## config.mk

```make
export PLATFORM = sky130hd
export DESIGN_NAME = erp_port
export DESIGN_NICKNAME = d
export VERILOG_FILES = /design/src/rtl/erp_pkg.sv /design/src/rtl/erp_port.sv /design/src/rtl/erp_sync.sv
export VERILOG_INCLUDE_DIRS = /design/src /design/src/rtl
export SDC_FILE = /design/constraint.sdc
export NUM_CORES = 1
export LEC_CHECK = 0
export ABC_CLOCK_PERIOD_IN_PS = 2800
export BUFFER_PORTS_ARGS = -buffer_cell sky130_fd_sc_hd__buf_2
export CAP_MARGIN = 30
export CORE_ASPECT_RATIO = 1.5
export CORE_UTILIZATION = 40
export CTS_CLUSTER_SIZE = 8
export DETAILED_ROUTE_END_ITERATION = 12
export GPL_TIMING_DRIVEN = 1
export PLACE_DENSITY = 0.66
export RECOVER_POWER = 100
export SETUP_SLACK_MARGIN = 0.3
export SYNTH_ARGS = -nofsm -noshare
export SYNTH_HDL_FRONTEND = slang
export SYNTH_SLANG_ARGS = --single-unit
```

## constraint.sdc

```tcl
create_clock -name clock -period 2.8 [get_ports clock]
set_clock_uncertainty 0.15 [all_clocks]
set_input_delay 0.56 -clock clock [delete_from_list [all_inputs] [get_ports clock]]
set_output_delay 0.56 -clock clock [all_outputs]
set_load 0.05 [all_outputs]
```

## src/rtl/erp_map.svh

```systemverilog
// register offsets, field positions, reset values and timing counts of the parallel read port
`ifndef ERP_MAP_SVH
`define ERP_MAP_SVH

// register byte offsets on the apb bus
`define ERP_OFS_DATA 8'h00
`define ERP_OFS_STATUS 8'h04
`define ERP_OFS_CTRL 8'h08
`define ERP_OFS_EPP_ADDR 8'h0C
`define ERP_OFS_EPP_DATA 8'h10
`define ERP_OFS_IRQ_STAT 8'h14
`define ERP_OFS_IRQ_MASK 8'h18

// control register fields
`define ERP_CTRL_STROBE 0
`define ERP_CTRL_AUTOFD 1
`define ERP_CTRL_INIT 2
`define ERP_CTRL_SELIN 3
`define ERP_CTRL_ACKINTEN 4
`define ERP_CTRL_DIR 5
`define ERP_CTRL_RESET 8'h04
`define ERP_CTRL_MASK 8'h3F

// status register fields
`define ERP_STAT_TIMEOUT 0
`define ERP_STAT_ERROR 3
`define ERP_STAT_ONLINE 4
`define ERP_STAT_PAPER 5
`define ERP_STAT_PERIPH_INTERRUPT 6
`define ERP_STAT_HOLD 7

// interrupt status and mask fields
`define ERP_IRQ_PERIPH 0
`define ERP_IRQ_TIMEOUT 1
`define ERP_IRQ_WIDTH 2

// cycle watchdog: time in microseconds, clock in MHz, derived cycle count
`define ERP_TIMEOUT_US 10
`define ERP_CLOCK_MHZ 200
`define ERP_TIMEOUT_CYC (`ERP_TIMEOUT_US * `ERP_CLOCK_MHZ)

`endif

```

## src/rtl/erp_pkg.sv

```systemverilog
// types shared by the parallel read port
package erp_pkg;

   // read cycle states
   typedef enum logic [1:0] {
      ERP_IDLE = 2'b00,
      ERP_STROBE = 2'b01,
      ERP_DONE = 2'b10
   } erp_state_t;

endpackage

```

## src/rtl/erp_port.sv

```systemverilog
// parallel port read cycle engine with apb register file
`timescale 1ns/1ps
`include "erp_map.svh"

// overview of the block:
// the apb side is the host; an epp data or address read stalls pready
// the parallel side strobes the peripheral and waits for its hold line
// a watchdog ends a cycle that the peripheral never releases
// one data register is shared by standard writes and read results
// every cable input passes a two flop synchroniser before use
// the clock enable freezes every flop, the synchroniser included
// epp writes are not built; the data port only drives the standard byte

module erp_port
   import erp_pkg::*;
#(
   parameter int TIMEOUT_CYCLES = `ERP_TIMEOUT_CYC
) (
   input wire logic clock,
   input wire logic reset,
   input wire logic clockEnable,
   input wire logic psel,
   input wire logic penable,
   input wire logic pwrite,
   input wire logic [7:0] paddr,
   input wire logic [31:0] pwdata,
   output logic [31:0] prdata,
   output logic pready,
   output logic pslverr,
   output logic irq,
   input wire logic [7:0] pdataIn,
   output logic [7:0] pdataOut,
   output logic pdataOeN,
   output logic xferWriteN,
   output logic busDirectionOut,
   output logic dataStrobeN,
   output logic addrStrobeN,
   output logic periphResetN,
   input wire logic periphHoldN,
   input wire logic periphInterrupt,
   input wire logic paperOutStatus,
   input wire logic printerOnline,
   input wire logic periphErrorN
);

   // thirteen cable inputs: data byte, hold, interrupt and three status pins
   // the counter is eleven bits wide, enough for the default limit
   // a limit above 2048 cycles would need a wider counter
   localparam int SYNC_W = 13;
   localparam logic [10:0] TIMEOUT_LAST = 11'(TIMEOUT_CYCLES - 1);

   // synchronised pin inputs
   logic [SYNC_W-1:0] pinsSync;
   logic [7:0] pdataSync;
   logic holdSync;
   logic intrSync;
   logic paperSync;
   logic onlineSync;
   logic errorSync;

   // register state
   // shared data byte: standard writes and read results
   logic [7:0] data_q;
   logic [7:0] data_d;
   // control byte: strobe, autofd, init, selectin, ackIntEn, direction
   logic [7:0] ctrl_q;
   logic [7:0] ctrl_d;
   // sticky watchdog flag shown in status bit zero
   logic timeout_q;
   logic timeout_d;
   // sticky interrupt causes and their enables
   logic [`ERP_IRQ_WIDTH-1:0] irqStat_q;
   logic [`ERP_IRQ_WIDTH-1:0] irqStat_d;
   logic [`ERP_IRQ_WIDTH-1:0] irqMask_q;
   logic [`ERP_IRQ_WIDTH-1:0] irqMask_d;
   // last synchronised interrupt level for edge detection
   logic intrPrev_q;
   logic intrPrev_d;

   // cycle state
   // phase of the current read cycle
   erp_state_t state_q;
   erp_state_t state_d;
   // strobe cycles spent so far, compared with the watchdog limit
   logic [10:0] count_q;
   logic [10:0] count_d;
   // high when the running cycle is an address read
   logic cycleAddr_q;
   logic cycleAddr_d;
   // registered strobes so the cable sees clean edges
   logic dataStrobeN_q;
   logic dataStrobeN_d;
   logic addrStrobeN_q;
   logic addrStrobeN_d;

   // bus decode
   logic access;
   logic wrAccess;
   logic eppSel;
   logic mapped;
   logic timeoutHit;
   logic intrRise;
   logic [7:0] statusByte;

   // pin synchroniser for every input from the cable
   // data and hold share the same delay, so data that stands
   // before hold rises is still valid when the synced hold is seen
   erp_sync #(
      .WIDTH(SYNC_W)
   ) u_sync (
      .clock(clock),
      .reset(reset),
      .clockEnable(clockEnable),
      .asyncIn({pdataIn, periphHoldN, periphInterrupt, paperOutStatus, printerOnline, periphErrorN}),
      .syncOut(pinsSync)
   );

   // split the synchronised group
   assign pdataSync = pinsSync[12:5];
   assign holdSync = pinsSync[4];
   assign intrSync = pinsSync[3];
   assign paperSync = pinsSync[2];
   assign onlineSync = pinsSync[1];
   assign errorSync = pinsSync[0];

   // apb decode; accesses only count while the clock enable is high
   // a write lands only at the edge where pready is high
   // a read of either epp port starts a read cycle, any other access answers at once
   // the watchdog hit is one cycle before the limit so the answer stays in bound
   assign access = psel & penable & clockEnable;
   assign wrAccess = access & pwrite & pready;
   assign eppSel = (paddr == `ERP_OFS_EPP_ADDR) || (paddr == `ERP_OFS_EPP_DATA);
   assign mapped = (paddr == `ERP_OFS_DATA) || (paddr == `ERP_OFS_STATUS) || (paddr == `ERP_OFS_CTRL) ||
                   eppSel || (paddr == `ERP_OFS_IRQ_STAT) || (paddr == `ERP_OFS_IRQ_MASK);
   assign timeoutHit = (count_q == TIMEOUT_LAST);
   assign intrRise = intrSync & ~intrPrev_q;

   // read cycle state machine: strobe, wait for release, answer
   // idle: a read access phase to an epp port starts a cycle one edge later
   // strobe: the chosen strobe stays low while the hold line is low
   // done: pready is high for one cycle and the access ends on that edge
   // the strobe rises on that same edge, so it follows the host read
   // a watchdog hit also goes to done and leaves the data register alone
   always_comb begin
      state_d = state_q;
      count_d = count_q;
      cycleAddr_d = cycleAddr_q;
      dataStrobeN_d = 1'b1;
      addrStrobeN_d = 1'b1;
      unique case (state_q)
         ERP_IDLE: begin
            // counter parked at zero between cycles
            count_d = '0;
            if (access && !pwrite && eppSel) begin
               state_d = ERP_STROBE;
               cycleAddr_d = (paddr == `ERP_OFS_EPP_ADDR);
               dataStrobeN_d = (paddr == `ERP_OFS_EPP_ADDR);
               addrStrobeN_d = (paddr != `ERP_OFS_EPP_ADDR);
            end
         end
         ERP_STROBE: begin
            // keep the strobe chosen at the start of the cycle
            dataStrobeN_d = cycleAddr_q;
            addrStrobeN_d = ~cycleAddr_q;
            count_d = count_q + 11'h001;
            if (timeoutHit) begin
               state_d = ERP_DONE;
            end else if (holdSync) begin
               state_d = ERP_DONE;
            end
         end
         ERP_DONE: begin
            // strobe rises with the end of the host access
            state_d = ERP_IDLE;
         end
         default: begin
            // the unused code falls back to idle
            state_d = ERP_IDLE;
         end
      endcase
   end

   // cycle registers; reset leaves both strobes high
   // a low clock enable freezes the cycle and its counter
   always_ff @(posedge clock) begin
      if (reset) begin
         state_q <= ERP_IDLE;
         count_q <= '0;
         cycleAddr_q <= 1'b0;
         dataStrobeN_q <= 1'b1;
         addrStrobeN_q <= 1'b1;
      end else if (clockEnable) begin
         state_q <= state_d;
         count_q <= count_d;
         cycleAddr_q <= cycleAddr_d;
         dataStrobeN_q <= dataStrobeN_d;
         addrStrobeN_q <= addrStrobeN_d;
      end
   end

   // register file next values, events win over software clears
   // writes only count at the accepting edge of the access
   // the status flag clears by writing one to bit zero
   // interrupt causes clear by writing ones, the mask is plain read-write
   always_comb begin
      data_d = data_q;
      ctrl_d = ctrl_q;
      timeout_d = timeout_q;
      irqStat_d = irqStat_q;
      irqMask_d = irqMask_q;
      intrPrev_d = intrSync;
      // one data register serves standard writes and read cycle results
      // standard data write
      if (wrAccess && paddr == `ERP_OFS_DATA) begin
         data_d = pwdata[7:0];
      end
      // read result taken when the peripheral releases hold
      if (state_q == ERP_STROBE && holdSync && !timeoutHit) begin
         data_d = pdataSync;
      end
      // control write, upper two bits kept at zero
      if (wrAccess && paddr == `ERP_OFS_CTRL) begin
         ctrl_d = pwdata[7:0] & `ERP_CTRL_MASK;
      end
      // software clears of the sticky flags and the mask write
      if (wrAccess && paddr == `ERP_OFS_STATUS && pwdata[`ERP_STAT_TIMEOUT]) begin
         timeout_d = 1'b0;
      end
      if (wrAccess && paddr == `ERP_OFS_IRQ_STAT) begin
         irqStat_d = irqStat_q & ~pwdata[`ERP_IRQ_WIDTH-1:0];
      end
      if (wrAccess && paddr == `ERP_OFS_IRQ_MASK) begin
         irqMask_d = pwdata[`ERP_IRQ_WIDTH-1:0];
      end
      // hardware events set last so a same-cycle clear loses
      if (state_q == ERP_STROBE && timeoutHit) begin
         timeout_d = 1'b1;
         irqStat_d[`ERP_IRQ_TIMEOUT] = 1'b1;
      end
      // rising edge of the synced interrupt pin
      if (intrRise) begin
         irqStat_d[`ERP_IRQ_PERIPH] = 1'b1;
      end
   end

   always_ff @(posedge clock) begin
      if (reset) begin
         // init bit set so the peripheral reset output is high
         data_q <= 8'h00;
         ctrl_q <= `ERP_CTRL_RESET;
         timeout_q <= 1'b0;
         irqStat_q <= '0;
         irqMask_q <= '0;
         intrPrev_q <= 1'b0;
      end else if (clockEnable) begin
         data_q <= data_d;
         ctrl_q <= ctrl_d;
         timeout_q <= timeout_d;
         irqStat_q <= irqStat_d;
         irqMask_q <= irqMask_d;
         intrPrev_q <= intrPrev_d;
      end
   end

   // status byte: pin levels above, watchdog flag in bit zero
   // pin bits are the synchronised levels, two cycles behind the cable
   // bits two and one always read zero
   always_comb begin
      statusByte = 8'h00;
      statusByte[`ERP_STAT_HOLD] = holdSync;
      statusByte[`ERP_STAT_PERIPH_INTERRUPT] = intrSync;
      statusByte[`ERP_STAT_PAPER] = paperSync;
      statusByte[`ERP_STAT_ONLINE] = onlineSync;
      statusByte[`ERP_STAT_ERROR] = errorSync;
      statusByte[`ERP_STAT_TIMEOUT] = timeout_q;
   end

   // apb answer: read cycles stall until done, everything else answers at once
   // writes to the epp ports are ignored and answer at once
   // unmapped addresses answer at once with an error and zero data
   // read data is a mux of flops, valid in the cycle where pready is high
   // a low clock enable keeps an epp read stalled
   // outside an access phase prdata reads zero
   always_comb begin
      pready = 1'b1;
      pslverr = 1'b0;
      prdata = 32'h00000000;
      if (psel && penable) begin
         if (eppSel && !pwrite) begin
            pready = clockEnable && (state_q == ERP_DONE);
         end
         pslverr = ~mapped;
         unique case (paddr)
            `ERP_OFS_DATA: prdata = {24'h000000, data_q};
            `ERP_OFS_STATUS: prdata = {24'h000000, statusByte};
            `ERP_OFS_CTRL: prdata = {24'h000000, ctrl_q};
            `ERP_OFS_EPP_ADDR: prdata = {24'h000000, data_q};
            `ERP_OFS_EPP_DATA: prdata = {24'h000000, data_q};
            `ERP_OFS_IRQ_STAT: prdata = {30'h00000000, irqStat_q};
            `ERP_OFS_IRQ_MASK: prdata = {30'h00000000, irqMask_q};
            default: prdata = 32'h00000000;
         endcase
      end
   end

   // parallel-side outputs
   // direction turns to input for the whole read cycle
   // the data driver is off whenever direction is input
   // the peripheral reset follows the init bit of control
   // the interrupt is high while an enabled cause is set
   assign busDirectionOut = ctrl_q[`ERP_CTRL_DIR] | (state_q != ERP_IDLE);
   assign pdataOut = data_q;
   assign pdataOeN = busDirectionOut;
   // write is low only for an output direction, or when the control strobe bit forces it
   assign xferWriteN = ~((~busDirectionOut) | ctrl_q[`ERP_CTRL_STROBE]);
   assign dataStrobeN = dataStrobeN_q;
   assign addrStrobeN = addrStrobeN_q;
   assign periphResetN = ctrl_q[`ERP_CTRL_INIT];
   assign irq = |(irqStat_q & irqMask_q);

   // limitations: software must set the direction bit before a read
   // and clear strobe, autofd and selectin; a strobe bit left set
   // forces the write output low and the cycle is not refused
   // only one read cycle runs at a time, the next starts after idle

endmodule // erp_port

```

## src/rtl/erp_sync.sv

```systemverilog
// two flip-flop synchroniser for a group of pin inputs
`timescale 1ns/1ps
module erp_sync #(
   parameter int WIDTH = 8
) (
   input wire logic clock,
   input wire logic reset,
   input wire logic clockEnable,
   input wire logic [WIDTH-1:0] asyncIn,
   output logic [WIDTH-1:0] syncOut
);

   logic [WIDTH-1:0] stage1_q;
   logic [WIDTH-1:0] stage2_q;

   // one generated pair of flops per bit; the first stage feeds only the second
   for (genvar i = 0; i < WIDTH; i++) begin : g_bit
      always_ff @(posedge clock) begin
         if (reset) begin
            stage1_q[i] <= 1'b0;
            stage2_q[i] <= 1'b0;
         end else if (clockEnable) begin
            stage1_q[i] <= asyncIn[i];
            stage2_q[i] <= stage1_q[i];
         end
      end
   end

   assign syncOut = stage2_q;

endmodule // erp_sync

```

==> flow_summary_export.csv, run 1 <==
group,metric,value,unit
status,status,"finished, final reports clean",
power_and_ir_drop,peakVddDrop,0.506,mV
cells_and_area,syn_to_final_growth,28.9,%
worst_setup_path,critPathCaptureType,"output port",
sta,fmax,373,MHz
clocking,clk_latency,0.32,ns
drt,detail-route-antenna-nets,0,
global_routing,grt_max_degree,48,
cells_and_area,n_antenna_cell,0,
floorplanning,io-pin-count,108,
placement,gp_congestion,0.826,
logic_synthesis,ys_top_cells_by_count,"dfxtp_1, nor2_1, mux2i_1",
clocking,clock_sinks,62,
clocking,htree_levels,3,
clocking,cts_tree,"yes",
worst_setup_path,rr_startpoint,"count_q[0]",
sta,period_needed,2.68,ns
cells_and_area,fin_cells,529,
global_routing,grt_usage,19.9,%
floorplanning,std_cell_rows,39,
placement,place_hpwl,5550,µm
sta,worst_slack,0.116,ns
worst_setup_path,reg2reg_depth,5,
sta,timing.final.crit_share,95.9,%
drt,first_iter_violations,116,
worst_setup_path,cp.required,2.09,ns
logic_synthesis,synth.cell_area,3220,µm²
logic_synthesis,syn_inst,350,
sta,finalHoldViolCount,0,
placement,place_ws,0.0338,ns
placement,placed_cell_area,3720,µm²
sta,slew_viol_final,0,
sta,fin_setup_tns,0,ns
logic_synthesis,yosys_warnings,0,
placement,placedCellCount,508,
logic_synthesis,synth-edff-count,0,
worst_hold_path,hold_class,"primary input to flip-flop",
power_and_ir_drop,power_density,521,nW/µm²
worst_setup_path,reg2reg_to,"pdataOut[6]",
logic_synthesis,synthDominantAreaCellType,"dfxtp_1",
drt,vias_per_cell,5.15,
sta,final-setup-viol-count,0,
logic_synthesis,syn_area_per_cell,9.21,µm²
global_routing,grt_pass1_wl,12700,µm
logic_synthesis,ys_seq_area_share,38.5,%
floorplanning,die_y,112,µm
logic_synthesis,synth.distinct_cells,53,
clocking,cts.reportedPaths.clkPinSlew,0.06,ns
worst_setup_path,crit_end,"prdata[4]",
sta,rsz0062_at_grt,"true",
cells_and_area,nets,482,
clocking,cts_made_buffers,9,
logic_synthesis,synth_most_common_cell,"dfxtp_1",
global_routing,grt_pass1_vias,2662,
logic_synthesis,ys_ff_latch,62,
floorplanning,start_util,41.8,%
worst_setup_path,r2r_slack,0.50,ns
worst_setup_path,path_max_fanout,6,
clocking,cts_buffer_depth,2,
power_and_ir_drop,p_total,0.00216,W
global_routing,antenna_found_initial,0,
cells_and_area,drive_gt1_share,29.0,%
drt,first_pass_iters,4,
power_and_ir_drop,p_leak,1.64,nW
drt,wl_per_cell,14.8,µm
sta,tightestPinTransition,1.02,ns
cells_and_area,final_area,4150,µm²
drt,vias,2724,
worst_setup_path,critical_path_class,"primary input to output port",
logic_synthesis,netlist.area_leader.share,38.5,%
logic_synthesis,async_flop_share,0,%
placement,port_buffers,59,
floorplanning,die_area,8420,µm²
worst_setup_path,crit_start,"paddr[6]",
drt,routed_wl,7840,µm
sta,slew_headroom,32.3,%
floorplanning,die_w,75.3,µm
floorplanning,core_area,7710,µm²
clocking,cts_root_buf,"clkbuf_16",
logic_synthesis,yosys-top-cells-area,"dfxtp_1, mux2i_1, nor2_1",
run,cap_violations,0,
worst_setup_path,worstPathArrival,1.97,ns
logic_synthesis,ys.flop_type,"dfxtp_1",
drt,drc,0,
global_routing,grt-ovfl-total,0,
worst_setup_path,cp-start-kind,"primary input",
[layer usage]
| layer | global-route usage, % | up-vias | wire length [µm] |
|---|---|---|---|
| met2 | 34.0 | 73 | 4210 |
| met1 | 23.5 | 1290 | 3240 |
| met3 | 3.71 | 12 | 275 |
| met4 | 8.27 | 0 | 121 |
| met5 | 0 | - | 0 |
| li1 | - | 1349 | - |
[power by group]
part / total [W] / internal, W / leakage (nW) / switching, W
sequential: 0.000914 / 0.000902 / 0.503 / 0.0000115
clock: 0.00101 / 0.000617 / 0.130 / 0.000392
combinational: 0.000239 / 0.0000723 / 1.00 / 0.000167
[registers in the layout, indices dropped and copies added (netlist names)]
name and cells:
u_sync.stage1_q 13, u_sync.syncOut 13, count_q 11, pdataOut 8
ctrl_q 6, irqMask_q 2, irqStat_q 2, state_q 2
addrStrobeN 1, cycleAddr_q 1, dataStrobeN 1, intrPrev_q 1
timeout_q 1
[layout make-up]
class	count	area, µm²
clock buffer	10	239
multi-input combinational	261	1970
sequential	62	1240
tap	102	128
clock inverter	6	37.5
inverter	4	15.0
timing repair buffer	84	519
fill	718	3560
[worst max-delay path: stages]
cell and delay [ns]:
buf_8 0.09, or3_4 0.40, clkbuf_1 0.20, nor2_4 0.12
buf_6 0.16, a22oi_2 0.08, nor2_4 0.09, buf_2 0.26
[logic make-up (layout without fill, tap and decap cells)]
| family | Yosys count | after routing | share of synthesized area [%] |
|---|---|---|---|
| flops | 62 | 62 | 38.5 |
| compound gates | 59 | 59 | 15.8 |
| simple gates | 126 | 126 | 20.5 |
| xor+xnor | 9 | 9 | 2.45 |
| buf+inv | 50 | 104 | 9.13 |
| fa+ha+maj | 1 | 1 | 0.388 |
| other cells | 1 | 24 | 0.116 |
| mux | 42 | 42 | 13.0 |
[what timing repair did]
action | 4_1_cts | 5_1_grt
pin swaps | 15 | 1
gates resized for setup | 41 | 8
buffers inserted | 5 | 0
hold buffers | 0 | 0
setup endpoints to repair | 9 | 10
[cell usage in the layout (no fill, tap or decap), types with 7 or more instances in the layout]
| cell | netlist | final |
|---|---|---|
| a211oi_1 | 9 | 9 |
| a211oi_2 | 9 | 8 |
| a21oi_1 | 9 | 8 |
| buf_2 | 4 | 31 |
| buf_4 | 25 | 19 |
| clkbuf_1 | 15 | 19 |
| clkbuf_16 | 0 | 9 |
| conb_1 | 1 | 24 |
| dfxtp_1 | 62 | 62 |
| mux2i_1 | 42 | 42 |
| nand2_1 | 14 | 12 |
| nor2_1 | 56 | 49 |
| nor2_4 | 0 | 7 |
[worst min-delay path by stage]
stage / startpoint / end / slack [ns] / depth (start not counted)
2_1_floorplan: timeout_q / timeout_q / 0.29 / 2
3_3_place_gp: timeout_q / timeout_q / 0.31 / 2
3_5_place_dp: timeout_q / timeout_q / 0.32 / 2
4_1_cts: pdataIn[6] / u_sync.stage1_q[11] / 0.32 / 3
5_1_grt: pdataIn[7] / u_sync.stage1_q[12] / 0.33 / 3
6_report: pdataIn[0] / u_sync.stage1_q[5] / 0.32 / 3
[through the flow]
| step | hold WS (ns) | util, % |
|---|---|---|
| floorplan | 0.292 | - |
| global placement | 0.308 | 48.2 |
| detailed placement | 0.325 | 48.2 |
| CTS | 0.317 | 54.5 |
| global route | 0.329 | 53.8 |
| finish | 0.320 | 53.8 |
Note: power is estimated with default switching activity, not from simulation.
==> run 2: changes to the inputs <==
--- a/config.mk
+++ b/config.mk
@@ -6,6 +6,7 @@
 export SDC_FILE = /design/constraint.sdc
 export NUM_CORES = 1
 export LEC_CHECK = 0
+export ABC_AREA = 1
 export ABC_CLOCK_PERIOD_IN_PS = 2800
 export BUFFER_PORTS_ARGS = -buffer_cell sky130_fd_sc_hd__buf_2
 export CAP_MARGIN = 30
==> run 2 against run 1 <==
Sequential power increased by 1%. Combinational power about the same. Register-to-register slack improved by 0.24 ns. Core utilization decreased by 2.2 points. The flow now finishes with violations (capacitance limit, slew limit). Synthesized cell count increased by 37%. Clock power increased by 17%. Cell count increased by 23%. Clock-buffer cell count increased by 2. Worst hold slack got worse by 0.020 ns. Largest power group unchanged. Sequential share of layout area increased by 1.3 points. Fmax increased by 5.0%.
==> flow_summary_export.csv, run 2 <==
group,metric,value,unit
sta,finalHoldViolCount,0,
drt,routed_wl,8020,µm
clocking,htree_levels,3,
global_routing,grt_usage,19.7,%
logic_synthesis,yosys_warnings,0,
sta,fin_setup_tns,0,ns
drt,detail-route-antenna-nets,0,
worst_setup_path,rr_startpoint,"count_q[0]",
cells_and_area,drive_gt1_share,20.8,%
global_routing,antenna_found_initial,0,
logic_synthesis,synth_most_common_cell,"nor2_1",
sta,slew_headroom,-9.05,%
worst_setup_path,path_max_fanout,5,
worst_setup_path,cp.required,2.09,ns
power_and_ir_drop,p_leak,1.76,nW
sta,slew_viol_final,46,
sta,period_needed,2.56,ns
floorplanning,std_cell_rows,39,
clocking,hold_buffers,0,
placement,gp_congestion,0.779,
cells_and_area,final_area,3980,µm²
drt,wl_per_cell,12.3,µm
logic_synthesis,synthAdderAreaFrac,0.387,%
sta,fmax,391,MHz
floorplanning,start_util,42.0,%
logic_synthesis,synthSimpleGateAreaFrac,35.8,%
worst_hold_path,hp-start,"pwdata[2]",
worst_hold_path,hold_path_depth,3,
sta,timing.final.crit_share,91.3,%
drt,first_pass_iters,6,
logic_synthesis,syn_inst,479,
power_and_ir_drop,switching_power,0.000575,W
logic_synthesis,synth.cell_area,3240,µm²
logic_synthesis,ys_ff_latch,62,
global_routing,grt_pass1_wl,12700,µm
clocking,clock_sinks,62,
drt,first_iter_violations,188,
status,violations,"capacitance limit, slew limit",
worst_setup_path,reg2reg_to,"pdataOut[2]",
sta,tightestPinTransition,1.64,ns
clocking,cts_buffer_depth,2,
placement,port_buffers,59,
cells_and_area,syn_to_final_growth,23.0,%
worst_setup_path,r2r_slack,0.74,ns
cells_and_area,regArea,1240,µm²
global_routing,grt-ovfl-total,0,
floorplanning,die_area,8460,µm²
worst_hold_path,hold-path-endpoint,"ctrl_q[2]",
worst_setup_path,critPathCaptureType,"output port",
worst_setup_path,crit_slowest_cell,"clkbuf_2",
logic_synthesis,ys_top_cells_by_count,"nor2_1, nand2_1, dfxtp_1",
clocking,cts_tree,"yes",
power_and_ir_drop,peakVddDrop,0.416,mV
status,status,"complete, but fails checks",
floorplanning,io-pin-count,108,
logic_synthesis,syn_area_per_cell,6.76,µm²
worst_setup_path,critical_path_class,"primary input to output port",
floorplanning,core_area,7710,µm²
logic_synthesis,ys_seq_area_share,38.3,%
logic_synthesis,netlist.area_leader.share,38.3,%
run,cap_violations,1,
sta,final-setup-viol-count,0,
worst_setup_path,cpPeakStageDelay,0.28,ns
worst_setup_path,reg2reg_depth,9,
cells_and_area,nets,603,
drt,drc,0,
power_and_ir_drop,power_frac_comb,10.1,%
clocking,cts.reportedPaths.clkPinSlew,0.05,ns
power_and_ir_drop,p_clk_share,50.4,%
drt,vias,3143,
logic_synthesis,synth_top_family_by_area,"simple AND/OR/NAND/NOR gates",
clocking,cts_made_buffers,9,
power_and_ir_drop,power_density,588,nW/µm²
cells_and_area,final_cell_mix,"nor2_1, nand2_1, dfxtp_1",
logic_synthesis,synth_compound_area_share,12.9,%
floorplanning,die_y,112,µm
global_routing,grt_pass1_vias,2804,
clocking,cts_root_buf,"clkbuf_16",
cells_and_area,num-fill-cells,842,
power_and_ir_drop,pwr-share-seq,39.5,%
worst_hold_path,hold_class,"primary input to flip-flop",
logic_synthesis,yosys-top-cells-area,"dfxtp_1, nor2_1, nand2_1",
placement,placed_cell_area,3580,µm²
floorplanning,die_w,75.5,µm
worst_setup_path,crit_chain,"buf_2 > inv_1 > nand2_2 > nor2_4 > nand2_4 > nand3_4 > inv_2 > nand2_2 > nand2_4 > nor2_2 > clkbuf_2",
worst_setup_path,cp-start-kind,"primary input",
cells_and_area,layout_commonest_cell,"nor2_1",
logic_synthesis,synth.distinct_cells,33,
logic_synthesis,synthDominantAreaCellType,"dfxtp_1",
drt,vias_per_cell,4.84,
power_and_ir_drop,swShare,24.5,%
global_routing,grt_max_degree,46,
sta,rsz0062_at_grt,"true",
logic_synthesis,synth-edff-count,0,
power_and_ir_drop,cell_internal_pwr,0.00177,W
logic_synthesis,async_flop_share,0,%
logic_synthesis,ys.flop_type,"dfxtp_1",
placement,place_hpwl,5670,µm
worst_setup_path,worstPathArrival,1.85,ns
cells_and_area,multiInputGateArea,1770,µm²
clocking,clk_latency,0.33,ns
logic_synthesis,synthMuxAreaShare,0,%
cells_and_area,n_antenna_cell,0,
logic_synthesis,synthXorXnorAreaFrac,0,%
[run 2: logic make-up (layout without fill, tap and decap cells)]
| logic type | count (synthesis) | in the layout |
|---|---|---|
| simple gates | 255 | 255 |
| other cells | 1 | 24 |
| buf+inv | 79 | 125 |
| flops | 62 | 62 |
| compound gates | 81 | 81 |
| fa+ha+maj | 1 | 1 |
[run 2: how the worst max path moves through the flow]
stage                     startpoint     endpoint  slack (ns)  depth (start not counted)
after global placement      paddr[6]    prdata[7]        0.18                         11
after floorplan             paddr[0]      pslverr        0.31                          8
after global routing            psel  pdataOut[6]        0.15                         10
after detailed placement    paddr[6]    prdata[7]        0.17                         11
after CTS                   paddr[6]    prdata[7]        0.29                         11
final                       paddr[6]    prdata[3]        0.24                         11
[run 2: what timing repair did]
item / CTS / global route
pin swaps: 2 / 16
setup buffers: 0 / 2
setup endpoints to repair: 7 / 9
gates resized for setup: 5 / 42
[run 2: power by group through the flow]
| stage | logic, W | registers, W | clock network [W] |
|---|---|---|---|
| final | 0.000237 | 0.000925 | 0.00118 |
| after global routing | 0.000261 | 0.000928 | 0.00124 |
| after CTS | 0.000229 | 0.000925 | 0.00120 |
| after detailed placement | 0.000228 | 0.000943 | 0 |
| after global placement | 0.000226 | 0.000942 | 0 |
| after floorplan | 0.000199 | 0.000942 | 0 |
[run 2: final cells by class]
cell class              count  share of cell area [%]
flip-flops and latches     62                    31.2
inverters                  41                    3.86
well taps                 102                    3.20
repair buffers             68                    9.39
clock inverters             4                    1.76
clock buffers              12                    6.19
multi-input cells         361                    44.4
[run 2: stage by stage]
step	setup slack [ns]	total power (W)	util, %	std cells	hold WS, ns
after floorplan	0.311	0.00114	-	502	0.284
after global placement	0.179	0.00117	46.4	632	0.294
after detailed placement	0.173	0.00117	46.4	632	0.301
after CTS	0.293	0.00236	50.8	648	0.295
after global routing	0.151	0.00243	51.7	650	0.305
final	0.243	0.00234	51.7	650	0.300
[run 2: critical path, delay by kind of cell]
family | cells | cell delay [ns]
buffers and inverters | 4 | 0.50
and+or+nand+nor | 7 | 0.78
[run 2: metal layers]
metal  vias to the layer above  GRT usage [%]  part of all wire (%)
met1                      1418           23.4                    42
li1                       1609              -                     -
met3                        15           4.94                   4.8
met4                         0           8.40                   2.6
met2                       101           32.8                    50
met5                         -              0                     0
==> run 3: changes to the inputs <==
--- a/config.mk
+++ b/config.mk
@@ -10,12 +10,14 @@
 export ABC_CLOCK_PERIOD_IN_PS = 2800
 export BUFFER_PORTS_ARGS = -buffer_cell sky130_fd_sc_hd__buf_2
 export CAP_MARGIN = 30
+export CELL_PAD_IN_SITES_DETAIL_PLACEMENT = 0
+export CELL_PAD_IN_SITES_GLOBAL_PLACEMENT = 1
 export CORE_ASPECT_RATIO = 1.5
-export CORE_UTILIZATION = 40
+export CORE_UTILIZATION = 35
 export CTS_CLUSTER_SIZE = 8
 export DETAILED_ROUTE_END_ITERATION = 12
 export GPL_TIMING_DRIVEN = 1
-export PLACE_DENSITY = 0.66
+export PLACE_DENSITY_LB_ADDON = 0.1
 export RECOVER_POWER = 100
 export SETUP_SLACK_MARGIN = 0.3
 export SYNTH_ARGS = -nofsm -noshare
==> run 3 against run 2 <==
The flow now finishes without violations. Die area is 14% higher. Combinational power fell by 2%. Final area is 1.8% lower. Clock-buffer cell count is 2 lower. Core utilization is 7.6 points lower. Worst hold slack lost 0.0010 ns. Cell count up 1.1%. First-iteration DRC count shrank 2.7%. Routed wire length is 2.4% higher. Via count is 4.1% lower. Setup slack better by 0.021 ns.
==> flow_summary_export.csv, run 3 (synthesis results as in run 2) <==
group,metric,value,unit
worst_setup_path,crit_family,"simple AND/OR/NAND/NOR gates",
drt,wl_per_cell,12.5,µm
worst_setup_path,cp.required,2.09,ns
worst_setup_path,path_max_fanout,7,
drt,routed_wl,8210,µm
run,cap_violations,0,
worst_setup_path,cp_common_cell,"inv_1",
power_and_ir_drop,p_clk_share,46.7,%
power_and_ir_drop,swShare,27.2,%
worst_hold_path,hold-path-endpoint,"u_sync.stage1_q[4]",
cells_and_area,n_antenna_cell,0,
worst_hold_path,hold_path_depth,3,
drt,vias_per_cell,4.59,
worst_hold_path,hold_class,"primary input to flip-flop",
sta,timing.final.crit_share,90.6,%
floorplanning,io-pin-count,108,
floorplanning,start_util,36.4,%
sta,fmax,394,MHz
placement,port_buffers,59,
clocking,cts_buffer_depth,2,
cells_and_area,nets,602,
drt,m1WireLength,3550,µm
worst_setup_path,rr_startpoint,"count_q[0]",
worst_setup_path,reg2reg_to,"pdataOut[4]",
power_and_ir_drop,peakVddDrop,0.367,mV
global_routing,grt_pass1_wl,12700,µm
power_and_ir_drop,pwr-share-seq,42.6,%
clocking,htree_levels,3,
sta,final-setup-viol-count,0,
worst_setup_path,crit_slowest_cell,"nor2_2",
drt,dr_wl_met2,4250,µm
global_routing,antenna_found_initial,0,
power_and_ir_drop,p_leak,1.72,nW
worst_hold_path,hp-start,"periphHoldN",
clocking,cts_made_buffers,9,
drt,first_pass_iters,4,
cells_and_area,fin_cells,657,
cells_and_area,num-fill-cells,1006,
worst_setup_path,cpPeakStageDelay,0.30,ns
drt,top_layer_used,"met4",
power_and_ir_drop,power_density,555,nW/µm²
worst_setup_path,worstPathArrival,1.83,ns
clocking,cts_tree,"yes",
global_routing,grt_pass1_vias,2663,
clocking,clk_latency,0.33,ns
global_routing,grt_max_degree,43,
sta,tightestPinTransition,0.828,ns
cells_and_area,syn_to_final_growth,20.8,%
sta,slew_headroom,44.8,%
cells_and_area,layout_commonest_cell,"nor2_1",
sta,fin_setup_tns,0,ns
drt,detail-route-antenna-nets,0,
drt,drc,0,
drt,first_iter_violations,183,
placement,placed_cell_area,3590,µm²
worst_setup_path,worstPathBufferInverterCount,4,
global_routing,grt-ovfl-total,0,
sta,holdWs,0.299,ns
floorplanning,core_area,8880,µm²
worst_setup_path,reg2reg_depth,9,
floorplanning,std_cell_rows,42,
cells_and_area,fin_util,44.0,%
placement,gp_congestion,0.748,
clocking,clock_sinks,62,
sta,rsz0062_at_grt,"true",
cells_and_area,final_cell_mix,"nor2_1, nand2_1, dfxtp_1",
worst_setup_path,crit_chain,"buf_2 > inv_1 > nand2_4 > nor2_4 > inv_1 > nor2_2 > nand2_2 > a31oi_2 > buf_6",
power_and_ir_drop,power_frac_comb,10.7,%
floorplanning,die_w,80.5,µm
clocking,hold_buffers,0,
clocking,cts_root_buf,"clkbuf_16",
floorplanning,die_y,120,µm
power_and_ir_drop,cell_internal_pwr,0.00158,W
worst_setup_path,critical_path_class,"primary input to output port",
placement,place_hpwl,6070,µm
worst_setup_path,cp-start-kind,"primary input",
sta,finalHoldViolCount,0,
floorplanning,die_area,9640,µm²
drt,wl_met3,285,µm
cells_and_area,final_area,3910,µm²
drt,vias,3013,
cells_and_area,drive_gt1_share,20.5,%
worst_setup_path,r2r_slack,0.51,ns
placement,placedCellCount,640,
status,status,"finished, final reports clean",
worst_setup_path,critPathCaptureType,"output port",
power_and_ir_drop,switching_power,0.000591,W
global_routing,grt_usage,17.8,%
sta,period_needed,2.54,ns
sta,slew_viol_final,0,
clocking,cts.reportedPaths.clkPinSlew,0.06,ns
## run 3: worst register-to-register path, stage by stage (launching register included)
cell and delay, ns:
dfxtp_1 0.42, ha_1 0.20, nand2_1 0.07, nor2_1 0.14, nand3_1 0.37, nand2_2 0.36, nand2_1 0.08, nand2_1 0.25
nor2_1 0.08, nor2_1 0.10
## run 3: area by class of cell
class	instances	area, µm²	area share (%)
multi-input combinational	361	1730	44.1
tap	110	138	3.52
clock buffer	10	239	6.11
clock inverter	6	37.5	0.960
timing repair buffer	67	375	9.60
sequential	62	1240	31.7
inverter	41	154	3.93
## run 3: timing repair
item,CTS,global route
setup endpoints to repair,8,8
cloned,0,0
pin swaps,2,8
setup buffers,0,1
resized for setup,19,21
## run 3: power by group through the flow
stage | sequential [W] | clock, W | combinational, W
floorplan | 0.000942 | 0 | 0.000199
global placement | 0.000944 | 0 | 0.000229
detailed placement | 0.000944 | 0 | 0.000230
CTS | 0.000925 | 0.00104 | 0.000234
global route | 0.000929 | 0.00109 | 0.000255
finish | 0.000925 | 0.00101 | 0.000233
## run 3: layer usage
metal	vias up	global-route usage, %
li1	1608	-
met1	1338	21.1
met5	-	0
met4	0	6.70
met2	57	30.3
met3	10	4.33
## run 3: worst max-delay path by stage
stage,slack (ns),cells after the start,from,to
floorplan,0.31,8,paddr[0],pslverr
global placement,0.18,9,paddr[0],prdata[4]
detailed placement,0.18,9,paddr[1],prdata[4]
CTS,0.30,10,paddr[6],prdata[6]
global route,0.14,8,clockEnable,pdataOut[0]
finish,0.26,9,paddr[0],prdata[4]
## run 3: per-stage QoR
stage | power, W | setup slack [ns]
2_1_floorplan | 0.00114 | 0.311
3_3_place_gp | 0.00117 | 0.175
3_5_place_dp | 0.00117 | 0.178
4_1_cts | 0.00220 | 0.304
5_1_grt | 0.00228 | 0.141
6_report | 0.00217 | 0.264
